<file path="config.mk">
export PLATFORM = sky130hd
export DESIGN_NAME = tcpu_trap_unit
export DESIGN_NICKNAME = d
export VERILOG_FILES = /design/src/core/tcpu_pkg.sv /design/src/core/tcpu_trap_unit.sv
export SDC_FILE = /design/constraint.sdc
export NUM_CORES = 1
export LEC_CHECK = 0
export BUFFER_PORTS_ARGS = -buffer_cell sky130_fd_sc_hd__buf_4
export CORE_ASPECT_RATIO = 0.75
export CORE_MARGIN = 2
export CORE_UTILIZATION = 43
export CTS_BUF_LIST = sky130_fd_sc_hd__clkbuf_4
export CTS_CLUSTER_DIAMETER = 30
export CTS_CLUSTER_SIZE = 16
export DETAILED_ROUTE_END_ITERATION = 10
export PLACE_DENSITY = 0.76
export SLEW_MARGIN = 20
export SYNTH_ARGS = -nofsm -noshare
export SYNTH_HDL_FRONTEND = slang
export SYNTH_SLANG_ARGS = --single-unit
</file>
<file path="constraint.sdc">
create_clock -name ref_clk -period 5.5 [get_ports ref_clk]
set_input_delay 1.375 -clock ref_clk [delete_from_list [all_inputs] [get_ports ref_clk]]
set_output_delay 1.375 -clock ref_clk [all_outputs]
set_load 0.01 [all_outputs]
</file>
<file path="src/core/tcpu_pkg.sv">
// Package with trap classes, identifiers, priorities and register map.
`default_nettype none
package tcpu_pkg;
	localparam logic [2:0] class_ctx = 3'h3;
	localparam logic [2:0] class_bus = 3'h4;
	localparam logic [2:0] class_assert = 3'h5;
	localparam logic [2:0] class_sys = 3'h6;
	localparam logic [2:0] class_nmi = 3'h7;
	localparam logic [7:0] tin_nmi = 8'h00;
	localparam logic [7:0] tin_fetch_sync = 8'h01;
	localparam logic [7:0] tin_data_sync = 8'h02;
	localparam logic [7:0] tin_data_async = 8'h03;
	localparam logic [7:0] tin_coproc = 8'h04;
	localparam logic [7:0] tin_prog_integ = 8'h05;
	localparam logic [7:0] tin_data_integ = 8'h06;
	localparam logic [7:0] tin_temporal = 8'h07;
	localparam logic [7:0] tin_overflow = 8'h01;
	localparam logic [7:0] tin_sticky_ovf = 8'h02;
	localparam logic [7:0] tin_ctx_underflow = 8'h04;
	localparam int class_shift = 5;
	localparam int sync_count = 32;
	localparam logic [31:0] spad_win_base = 32'hd0000000;
	localparam logic [31:0] spad_win_last = 32'hd3ffffff;
	localparam logic [31:0] spad_size_rst = 32'h00010000;
	localparam logic [31:0] vec_base_rst = 32'ha0000100;
	localparam logic [5:0] prio_vfetch = 6'h02;
	localparam logic [5:0] prio_fetch_ap = 6'h03;
	localparam logic [5:0] prio_fetch_bus = 6'h05;
	localparam logic [5:0] prio_prog_integ = 6'h06;
	localparam logic [5:0] prio_system_call_instr = 6'h0d;
	localparam logic [5:0] prio_data_bus = 6'h1d;
	localparam logic [5:0] prio_sticky_ovf = 6'h1e;
	localparam logic [5:0] prio_overflow = 6'h1f;
	localparam logic [7:0] reg_vec_base = 8'h00;
	localparam logic [7:0] reg_ctrl = 8'h04;
	localparam logic [7:0] reg_spad_size = 8'h08;
	localparam logic [7:0] reg_status = 8'h0c;
	localparam logic [7:0] reg_vector = 8'h10;
	localparam int ctrl_mmu_en = 0;
	localparam int ctrl_die_async = 1;
	typedef enum logic [1:0] {tcpu_none_t_v, tcpu_async_v, tcpu_sync_v,
		tcpu_irq_v} tcpu_kind_t;
endpackage
`default_nettype wire

</file>
<file path="src/core/tcpu_trap_unit.sv">
// Trap cause detection and exception priority resolution.
`timescale 1ns/1ps
`default_nettype none
//
// Overview of operation
// - Fetch bus or no-code segment raises class4 id1.
// - Load bus, scratchpad overrun, refill error: id2.
// - Store, cache op, writeback errors: id3.
// - Any coprocessor error gives shared id4.
// - Fetch group uncorrectable error gives id5.
// - Data uncorrectable error gives id6, configurable.
// - Fetch in scratchpad window beyond memory: bus error.
// - Temporal timer reaching zero gives id7.
// - Overflow trap instruction with flag: class5 id1.
// - Sticky overflow instruction with flag: class5 id2.
// - System call loads immediate as identifier.
// - Non-maskable interrupt uses identifier zero.
// - Debug traps bypass vector and identifier scheme.
// - Async over sync over interrupt.
// - Older instruction wins; younger traps discarded.
// - Null free context on save outranks all.
// - Fetch causes rank first, priorities 1 to 6.
// - Format then instruction traps, 7 to 13.
// - Context traps rank 14 to 20.
// - Data access 21-29, then 30, 31, 32.
// - Fetch MMU causes only with MMU enabled.
// - Async order: nmi, data, coproc, temporal, integrity.
// - Vector is base ORed with class shifted five.
//
module tcpu_trap_unit #(
	parameter int coproc_count = 4
)(
	input wire logic ref_clk,
	input wire logic rst,
	input wire logic [31:0] wb_adr_i,
	input wire logic [31:0] wb_dat_i,
	input wire logic [3:0] wb_sel_i,
	input wire logic wb_we_i,
	input wire logic wb_cyc_i,
	input wire logic wb_stb_i,
	output logic [31:0] wb_dat_o,
	output logic wb_ack_o,
	output logic wb_err_o,
	input wire logic instr_valid,
	input wire logic older_trap_pending,
	input wire logic fetch_valid,
	input wire logic [31:0] fetch_addr,
	input wire logic fetch_bus_error,
	input wire logic fetch_no_code_attr,
	input wire logic fetch_group_ecc_error,
	input wire logic data_load_bus_error,
	input wire logic data_access_valid,
	input wire logic [31:0] data_addr,
	input wire logic cache_refill_error,
	input wire logic data_store_bus_error,
	input wire logic cache_mgmt_error,
	input wire logic cache_writeback_error,
	input wire logic data_ecc_error,
	input wire logic [coproc_count-1:0] coproc_error,
	input wire logic temporal_timer_zero,
	input wire logic nmi_request,
	input wire logic trap_on_overflow_instr,
	input wire logic trap_on_sticky_overflow_instr,
	input wire logic status_overflow_flag,
	input wire logic status_sticky_overflow_flag,
	input wire logic system_call_instr,
	input wire logic [7:0] system_call_imm,
	input wire logic context_save_req,
	input wire logic [31:0] free_context_pointer,
	input wire logic [31:0] other_sync_causes,
	input wire logic debug_break_req,
	input wire logic irq_request,
	output logic trap_take,
	output logic [2:0] trap_class,
	output logic [7:0] trap_identifier,
	output logic [31:0] trap_vector,
	output logic [1:0] trap_kind,
	output logic d15_write,
	output logic [7:0] d15_value,
	output logic debug_trap,
	output logic irq_take
);
	// ------------------------------------------------------------
	// Configuration registers and bus slave.
	// ------------------------------------------------------------
	logic [31:0] vec_base_reg;
	logic [1:0] ctrl_reg;
	logic [31:0] spad_size_reg;
	logic [2:0] last_class_reg;
	logic [7:0] last_tin_reg;
	logic [31:0] last_vec_reg;
	logic wb_hit;
	logic wb_req;
	if (coproc_count < 1)
	begin
		$error("coproc_count must be at least one");
	end
	assign wb_req = wb_cyc_i && wb_stb_i && !wb_ack_o && !wb_err_o;
	assign wb_hit = (wb_adr_i[31:8] == 24'h000000) && (wb_adr_i[1:0] == 2'h0)
		&& (wb_adr_i[7:0] <= tcpu_pkg::reg_vector);
	always_ff @(posedge ref_clk)
	begin
		if (rst)
		begin
			wb_ack_o <= 1'b0;
			wb_err_o <= 1'b0;
		end
		else
		begin
			wb_ack_o <= wb_req && wb_hit;
			wb_err_o <= wb_req && !wb_hit;
		end
	end
	always_ff @(posedge ref_clk)
	begin
		if (rst)
		begin
			vec_base_reg <= tcpu_pkg::vec_base_rst;
			ctrl_reg <= 2'h0;
			spad_size_reg <= tcpu_pkg::spad_size_rst;
		end
		else if (wb_ack_o && wb_cyc_i && wb_stb_i && wb_we_i)
		begin
			unique case (wb_adr_i[7:0])
				tcpu_pkg::reg_vec_base:
				begin
					for (int i = 0; i < 4; i++)
						if (wb_sel_i[i])
							vec_base_reg[i*8 +: 8] <= wb_dat_i[i*8 +: 8];
					vec_base_reg[0] <= 1'b0;
				end
				tcpu_pkg::reg_ctrl:
				begin
					if (wb_sel_i[0])
						ctrl_reg <= wb_dat_i[1:0];
				end
				tcpu_pkg::reg_spad_size:
				begin
					for (int i = 0; i < 4; i++)
						if (wb_sel_i[i])
							spad_size_reg[i*8 +: 8] <= wb_dat_i[i*8 +: 8];
				end
				default:
				begin
				end
			endcase
		end
	end
	always_ff @(posedge ref_clk)
	begin
		if (rst)
			wb_dat_o <= 32'h00000000;
		else if (wb_req && wb_hit && !wb_we_i)
		begin
			unique case (wb_adr_i[7:0])
				tcpu_pkg::reg_vec_base: wb_dat_o <= vec_base_reg;
				tcpu_pkg::reg_ctrl: wb_dat_o <= {30'h0, ctrl_reg};
				tcpu_pkg::reg_spad_size: wb_dat_o <= spad_size_reg;
				tcpu_pkg::reg_status: wb_dat_o <= {21'h0, last_class_reg,
					last_tin_reg};
				default: wb_dat_o <= last_vec_reg;
			endcase
		end
		else
			wb_dat_o <= 32'h00000000;
	end
	// ------------------------------------------------------------
	// Cause detection.
	// ------------------------------------------------------------
	logic mmu_on;
	logic die_async;
	logic fetch_spad_miss;
	logic data_spad_miss;
	logic fetch_sync_error;
	logic data_sync_error;
	logic data_async_error;
	logic coproc_async_error;
	logic program_integrity_error;
	logic data_integrity_error;
	logic temporal_async_error;
	logic overflow_assert_trap;
	logic sticky_overflow_assert_trap;
	logic system_call_trap;
	logic context_list_underflow;
	logic [32:1] sync_vec;
	assign mmu_on = ctrl_reg[tcpu_pkg::ctrl_mmu_en];
	assign die_async = ctrl_reg[tcpu_pkg::ctrl_die_async];
	function automatic logic spad_overrun(input logic [31:0] a,
		input logic [31:0] sz);
		logic [31:0] off;
		off = a - tcpu_pkg::spad_win_base;
		spad_overrun = (a >= tcpu_pkg::spad_win_base)
			&& (a <= tcpu_pkg::spad_win_last) && (off >= sz);
	endfunction
	assign fetch_spad_miss = fetch_valid && spad_overrun(fetch_addr,
		spad_size_reg);
	assign data_spad_miss = data_access_valid && spad_overrun(data_addr,
		spad_size_reg);
	assign fetch_sync_error = fetch_bus_error || fetch_no_code_attr
		|| fetch_spad_miss;
	assign data_sync_error = data_load_bus_error || data_spad_miss
		|| cache_refill_error;
	assign data_async_error = data_store_bus_error || cache_mgmt_error
		|| cache_writeback_error;
	assign coproc_async_error = |coproc_error;
	assign program_integrity_error = fetch_group_ecc_error;
	assign data_integrity_error = data_ecc_error;
	assign temporal_async_error = temporal_timer_zero;
	assign overflow_assert_trap = trap_on_overflow_instr
		&& status_overflow_flag;
	assign sticky_overflow_assert_trap = trap_on_sticky_overflow_instr
		&& status_sticky_overflow_flag;
	assign system_call_trap = system_call_instr;
	assign context_list_underflow = context_save_req
		&& (free_context_pointer == 32'h00000000);
	always_comb
	begin
		sync_vec = other_sync_causes;
		sync_vec[tcpu_pkg::prio_vfetch] = other_sync_causes[1]
			&& mmu_on;
		sync_vec[tcpu_pkg::prio_fetch_ap] = other_sync_causes[2]
			&& mmu_on;
		sync_vec[tcpu_pkg::prio_fetch_bus] = fetch_sync_error;
		sync_vec[tcpu_pkg::prio_prog_integ] = program_integrity_error;
		sync_vec[tcpu_pkg::prio_system_call_instr] = system_call_trap;
		sync_vec[tcpu_pkg::prio_data_bus] = data_sync_error
			|| (data_integrity_error && !die_async);
		sync_vec[tcpu_pkg::prio_sticky_ovf] = sticky_overflow_assert_trap;
		sync_vec[tcpu_pkg::prio_overflow] = overflow_assert_trap;
	end
	// ------------------------------------------------------------
	// Priority resolution.
	// ------------------------------------------------------------
	function automatic logic [5:0] first_set(input logic [32:1] v);
		first_set = 6'h00;
		for (int i = 32; i >= 1; i--)
			if (v[i])
				first_set = 6'(i);
	endfunction
	logic [5:0] sync_win;
	logic take_n;
	logic [2:0] class_n;
	logic [7:0] tin_n;
	logic [1:0] kind_n;
	logic d15_n;
	logic dbg_n;
	logic irq_n;
	logic sync_ok;
	assign sync_win = first_set(sync_vec);
	assign sync_ok = instr_valid && !older_trap_pending;
	always_comb
	begin
		take_n = 1'b1;
		class_n = tcpu_pkg::class_bus;
		tin_n = 8'h00;
		kind_n = 2'(tcpu_pkg::tcpu_async_v);
		d15_n = 1'b0;
		dbg_n = 1'b0;
		irq_n = 1'b0;
		if (context_list_underflow)
		begin
			class_n = tcpu_pkg::class_ctx;
			tin_n = tcpu_pkg::tin_ctx_underflow;
			d15_n = 1'b1;
		end
		else if (nmi_request)
		begin
			class_n = tcpu_pkg::class_nmi;
			tin_n = tcpu_pkg::tin_nmi;
		end
		else if (data_async_error)
			tin_n = tcpu_pkg::tin_data_async;
		else if (coproc_async_error)
			tin_n = tcpu_pkg::tin_coproc;
		else if (temporal_async_error)
			tin_n = tcpu_pkg::tin_temporal;
		else if (data_integrity_error && die_async)
			tin_n = tcpu_pkg::tin_data_integ;
		else if (sync_ok && (sync_win != 6'h00))
		begin
			kind_n = 2'(tcpu_pkg::tcpu_sync_v);
			unique case (sync_win)
				tcpu_pkg::prio_fetch_bus: tin_n = tcpu_pkg::tin_fetch_sync;
				tcpu_pkg::prio_prog_integ: tin_n = tcpu_pkg::tin_prog_integ;
				tcpu_pkg::prio_data_bus: tin_n = data_sync_error
					? tcpu_pkg::tin_data_sync : tcpu_pkg::tin_data_integ;
				tcpu_pkg::prio_system_call_instr:
				begin
					class_n = tcpu_pkg::class_sys;
					tin_n = system_call_imm;
					d15_n = 1'b1;
				end
				tcpu_pkg::prio_sticky_ovf:
				begin
					class_n = tcpu_pkg::class_assert;
					tin_n = tcpu_pkg::tin_sticky_ovf;
				end
				tcpu_pkg::prio_overflow:
				begin
					class_n = tcpu_pkg::class_assert;
					tin_n = tcpu_pkg::tin_overflow;
				end
				default:
				begin
					take_n = 1'b0;
					kind_n = 2'(tcpu_pkg::tcpu_none_t_v);
				end
			endcase
		end
		else if (sync_ok && debug_break_req)
		begin
			take_n = 1'b0;
			kind_n = 2'(tcpu_pkg::tcpu_none_t_v);
			dbg_n = 1'b1;
		end
		else
		begin
			take_n = 1'b0;
			irq_n = irq_request;
			kind_n = irq_request ? 2'(tcpu_pkg::tcpu_irq_v)
				: 2'(tcpu_pkg::tcpu_none_t_v);
		end
	end
	always_ff @(posedge ref_clk)
	begin
		if (rst)
		begin
			trap_take <= 1'b0;
			trap_class <= 3'h0;
			trap_identifier <= 8'h00;
			trap_vector <= 32'h00000000;
			trap_kind <= 2'h0;
			d15_write <= 1'b0;
			d15_value <= 8'h00;
			debug_trap <= 1'b0;
			irq_take <= 1'b0;
		end
		else
		begin
			trap_take <= take_n;
			trap_class <= class_n;
			trap_identifier <= tin_n;
			trap_vector <= vec_base_reg | (32'(class_n)
				<< tcpu_pkg::class_shift);
			trap_kind <= kind_n;
			d15_write <= take_n && d15_n;
			d15_value <= tin_n;
			debug_trap <= dbg_n;
			irq_take <= irq_n;
		end
	end
	always_ff @(posedge ref_clk)
	begin
		if (rst)
		begin
			last_class_reg <= 3'h0;
			last_tin_reg <= 8'h00;
			last_vec_reg <= 32'h00000000;
		end
		else if (trap_take)
		begin
			last_class_reg <= trap_class;
			last_tin_reg <= trap_identifier;
			last_vec_reg <= trap_vector;
		end
	end
	// ------------------------------------------------------------
	// Assertions.
	// ------------------------------------------------------------
	a_underflow_wins: assert property (@(posedge ref_clk) disable iff (rst)
		context_list_underflow |=> trap_take && trap_class == 3'h3
		&& trap_identifier == 8'h04)
		else $error("context underflow not taken first");
	a_nmi_id: assert property (@(posedge ref_clk) disable iff (rst)
		nmi_request && !context_list_underflow |=> trap_class == 3'h7
		&& trap_identifier == 8'h00)
		else $error("nmi identifier wrong");
	a_async_over_sync: assert property (@(posedge ref_clk) disable iff (rst)
		!context_list_underflow && !nmi_request && data_async_error
		|=> trap_identifier == 8'h03 && trap_kind == 2'h1)
		else $error("async order wrong");
	a_system_call_instr_tin: assert property (@(posedge ref_clk) disable iff (rst)
		trap_take && trap_class == 3'h6 |-> d15_write
		&& d15_value == $past(system_call_imm))
		else $error("system_call_instr identifier wrong");
	a_vector_form: assert property (@(posedge ref_clk) disable iff (rst)
		trap_take |-> trap_vector[7:5] == trap_class)
		else $error("vector address wrong");
	a_young_void: assert property (@(posedge ref_clk) disable iff (rst)
		older_trap_pending |=> trap_kind != 2'h2)
		else $error("younger sync trap taken");
	a_irq_lowest: assert property (@(posedge ref_clk) disable iff (rst)
		irq_take |-> !trap_take && !debug_trap)
		else $error("interrupt beat a trap");
	a_mmu_gate: assert property (@(posedge ref_clk) disable iff (rst)
		!mmu_on |-> !sync_vec[2] && !sync_vec[3])
		else $error("mmu fetch cause used while off");
	c_system_call_instr: cover property (@(posedge ref_clk) trap_take
		&& trap_class == 3'h6);
	c_nmi: cover property (@(posedge ref_clk) trap_take
		&& trap_class == 3'h7);
	c_irq: cover property (@(posedge ref_clk) irq_take);
endmodule
`default_nettype wire

</file>
==> results.md <==
Worst setup path:
- The standard cell with the maximum stage delay on the critical path is nor4_1.
- The worst endpoint required time is ~6000 ps.
- Together, buffers and inverters on the worst path number 2.
- The internal reg-to-reg setup slack is roughly 1600 ps.
- The kind of end point of the critical path is a flop.
- On the worst path, the slowest cell contributes a delay of 500 ps.
- Grouping stages by cell kind, the critical path spends the most delay in compound AO/OA/AOI/OAI gates.
- The critical path startpoint category is an input pin.
- Data on the critical path arrives at its endpoint at roughly 5200 ps.
- Along the worst path, the maximum fanout reaches 5.
- The signal on the critical path passes through buf_4, inv_1, ha_1, xnor2_1, ha_1, nand4_1, nor4_1, nand4_1, a31oi_1, o21ai_0, nor4b_1, o21ai_0, a2111oi_4, nand2_2, o31ai_1.
- The critical path is of the input pin to flop type.

Detailed routing:
- Using the TritonRoute via totals, the vias-per-cell ratio works out to between 5 and 6.
- The routed layout has ~9800 vias.
- The final layout contains routed wiring with a total length of 31.8 mm.
- In this run the remaining antenna-violating nets after routing total 0.
- The number of detailed-routing iterations run before antenna repair is 5.
- Dividing the detail-routed wire length by the instance count gives roughly 18 um.
- After the first detailed-routing iteration, the DRC count stood at ~700.
- After detailed routing, the number of remaining DRC violations is 0.

Synth:
- The sequential cell area fraction in the yosys report is 0.390.
- The number of instances in the synthesized netlist is roughly 1200.
- In this run the mean area of a mapped cell was just over 8 um2.
- When the netlist entered floorplanning its net count stood at around 1500.
- Of the post-synthesis cell area, the dominant cell type holds 0.390.
- The most used flip-flop cell after synthesis is dfxtp_1.
- Yosys instantiated no cell more often than dfxtp_1.
- The count of unique library cells instantiated by Yosys is between 60 and 70.
- After synthesis, the cell types taking the most area are dfxtp_1, ha_1, mux2i_1.
- The async set-reset flop share out of synthesis is 0.
- The number of synthesized flops with an enable pin is 0.
- The biggest area contributor in the post-synthesis netlist is dfxtp_1.
- Counting flops and latches in the post-synthesis netlist gives approximately 190.
- The count of warnings emitted by yosys is 0.
- By count the netlist is led by dfxtp_1, nand2_1, nor2_1.
- The total standard cell area after synthesis is 9690 um2.

Timing:
- The highest clock rate is between 200 and 250 MHz.
- The final-report max-slew violation count was 0.
- The count of endpoints failing hold in the final timing report is 0.
- For the pin with the worst max-slew slack, the measured transition is 1120 ps.
- Setup violations remaining at the end of the flow were counted as 0.
- The relative max-transition margin is 0.247.
- Setup repair after global routing left no endpoint under its margin.
- The portion of the clock cycle consumed by the worst path in the final layout is 0.853.
- The final setup TNS is 0 ps.
- The tightest hold path in the finished design has a slack of between 400 and 500 ps.
- Clock skew on the completed layout was measured at a little over 30 ps.
- The routed design could run at a clock period as short as 4690 ps.

Floorplanning:
- The vertical extent of the die is between 100 and 150 um.
- The initialized floorplan defines 47 standard-cell rows.
- The die is around 180 um wide.
- The initial utilization of the core area, before any placement, comes to 0.438.
- The floorplan core area is around 22000 um2.
- The count of boundary I/O pins is roughly 330.
- The floorplan step defined a die boundary enclosing about 24000 um2.

GRT:
- Entering global routing, the biggest net connects 99 pins.
- In the global route stage, overall resource usage came out at 0.263.
- The remaining global-route overflow is 0.
- The initial antenna violation count is 1.
- The number of global-route vias before repair is 9291.
- The first global-routing pass estimated roughly 48 mm of wire.

Clocking:
- After clock tree synthesis, the flow added hold-fix buffers numbering 0.
- The post-CTS repair timing setup buffer count is 0.
- Counting along the longest clock path gives a buffer depth of 2.
- CTS saw approximately 190 sinks.
- For the worst-skew pair, the clock arrives at the later sink with an insertion delay of 580 ps.
- Buffers inserted during clock tree synthesis total 17.
- CTS built an H-tree with a depth of 4.
- The post-cts sizing count is 0.
- TritonCTS built the clock tree.
- The root buffer cell chosen for the clock tree is clkbuf_4.
- Clock-pin slew was measured on the worst setup and hold paths at approximately 140 ps.

Finish:
- For this run, the share of the core covered by cells in the final layout is 0.570.
- The area growth from synthesis to layout is 30.1%.
- The layout net count is ~1800.
- Of the cells placed in the final design, the portion with a size suffix greater than 1 is 0.261.

Placement:
- Buffers placed on the I/O ports in this run total roughly 320.
- Once detailed placement completed, the half-perimeter wirelength came to 25.0 mm.
- The last weighted congestion value of the routability-driven placer is around 0.9.

Flow run:
- The total of max-cap violations is 0.

Worst hold path:
- The path class of the tightest hold or removal check is flop to flop.

Power and ir drop:
- VDD sags by at most 0.000118 V.
- Of the total power, combinational logic draws 0.148.
- The switching part of the total is 0.282.
- In this run the static leakage power is slightly above 5 nW.
- The sequential power share is 0.549.
- The share of power burned in the clock network is 0.303.
- The analysis attributes to net switching a power of approximately 0.7 mW.
- For this design the ratio of total power to cell area is between 200 and 250 nW/um2.
- The internal portion of the total power is 1.82 mW.

Outcome:
- The run finished with clean final reports.
-- worst min-delay path, stage by stage (launching register included) --
cell and delay, ps:
dfxtp_1 340, nand2_1 50, a21oi_1 50
-- cell type report --
cell class              instances  area (um2)
fillers                      2019        9510
multi-input cells             869        5440
flip-flops and latches        189        3780
repair buffers                332        2520
well taps                     294         368
inverters                      55         206
clock inverters                14         150
clock buffers                  18         135
diodes                          1        2.50
-- per-stage QoR --
| stage | total power, mW | worst slack (ps) | area [um2] | std cells |
|---|---|---|---|---|
| CTS | 2.54 | 897 | 12600 | 1771 |
| finish | 2.53 | 809 | 12600 | 1772 |
| global route | 2.65 | 536 | 12600 | 1772 |
| floorplan | 1.57 | 1200 | 9690 | 1176 |
| global placement | 1.78 | 432 | 12300 | 1739 |
| detailed placement | 1.79 | 310 | 12300 | 1739 |
-- path summary, 6_finish.rpt --
path	from	endpoint	cells after the start
worst max-delay path	data_addr[28]	d15_value[0]$_SDFF_PP0_	15
worst min-delay path	spad_size_reg[8]$_SDFFE_PP0P_	spad_size_reg[8]$_SDFFE_PP0P_	2
worst max register to register	spad_size_reg[13]$_SDFFE_PP0P_	d15_value[0]$_SDFF_PP0_	12
worst min register to register	spad_size_reg[8]$_SDFFE_PP0P_	spad_size_reg[8]$_SDFFE_PP0P_	2
-- placed cells by master (no fill, tap or decap), drive strengths merged, types with 35 or more instances in the layout --
cell type and count:
dfxtp 189, nand3 90, nor2 114, buf 332, ha 68, nand2 119, nor3 51, a21oi 112
mux2i 65, inv 63, nor4 35
-- power groups by stage --
stage	clock [mW]	combinational, mW	sequential, mW
finish	0.766	0.375	1.39
global route	0.849	0.409	1.39
CTS	0.783	0.372	1.39
detailed placement	0	0.370	1.42
global placement	0	0.363	1.42
floorplan	0	0.156	1.42
-- metal layers --
metal	wire length (um)	vias to the layer above	share of wire	track usage
met5	0	-	0	0
met4	738	0	0.023	0.0742
met3	2380	39	0.075	0.0468
met2	15000	444	0.47	0.443
met1	13700	4569	0.43	0.346
li1	-	4787	-	-
-- cells by family after synthesis --
logic type	share of synthesized area
compound gates	0.136
xor+xnor	0.00362
fa+ha+maj	0.0878
buf+inv	0.0492
flops	0.390
mux	0.0706
other cells	0.000387
simple gates	0.262
Note: power is estimated with default switching activity, not from simulation.
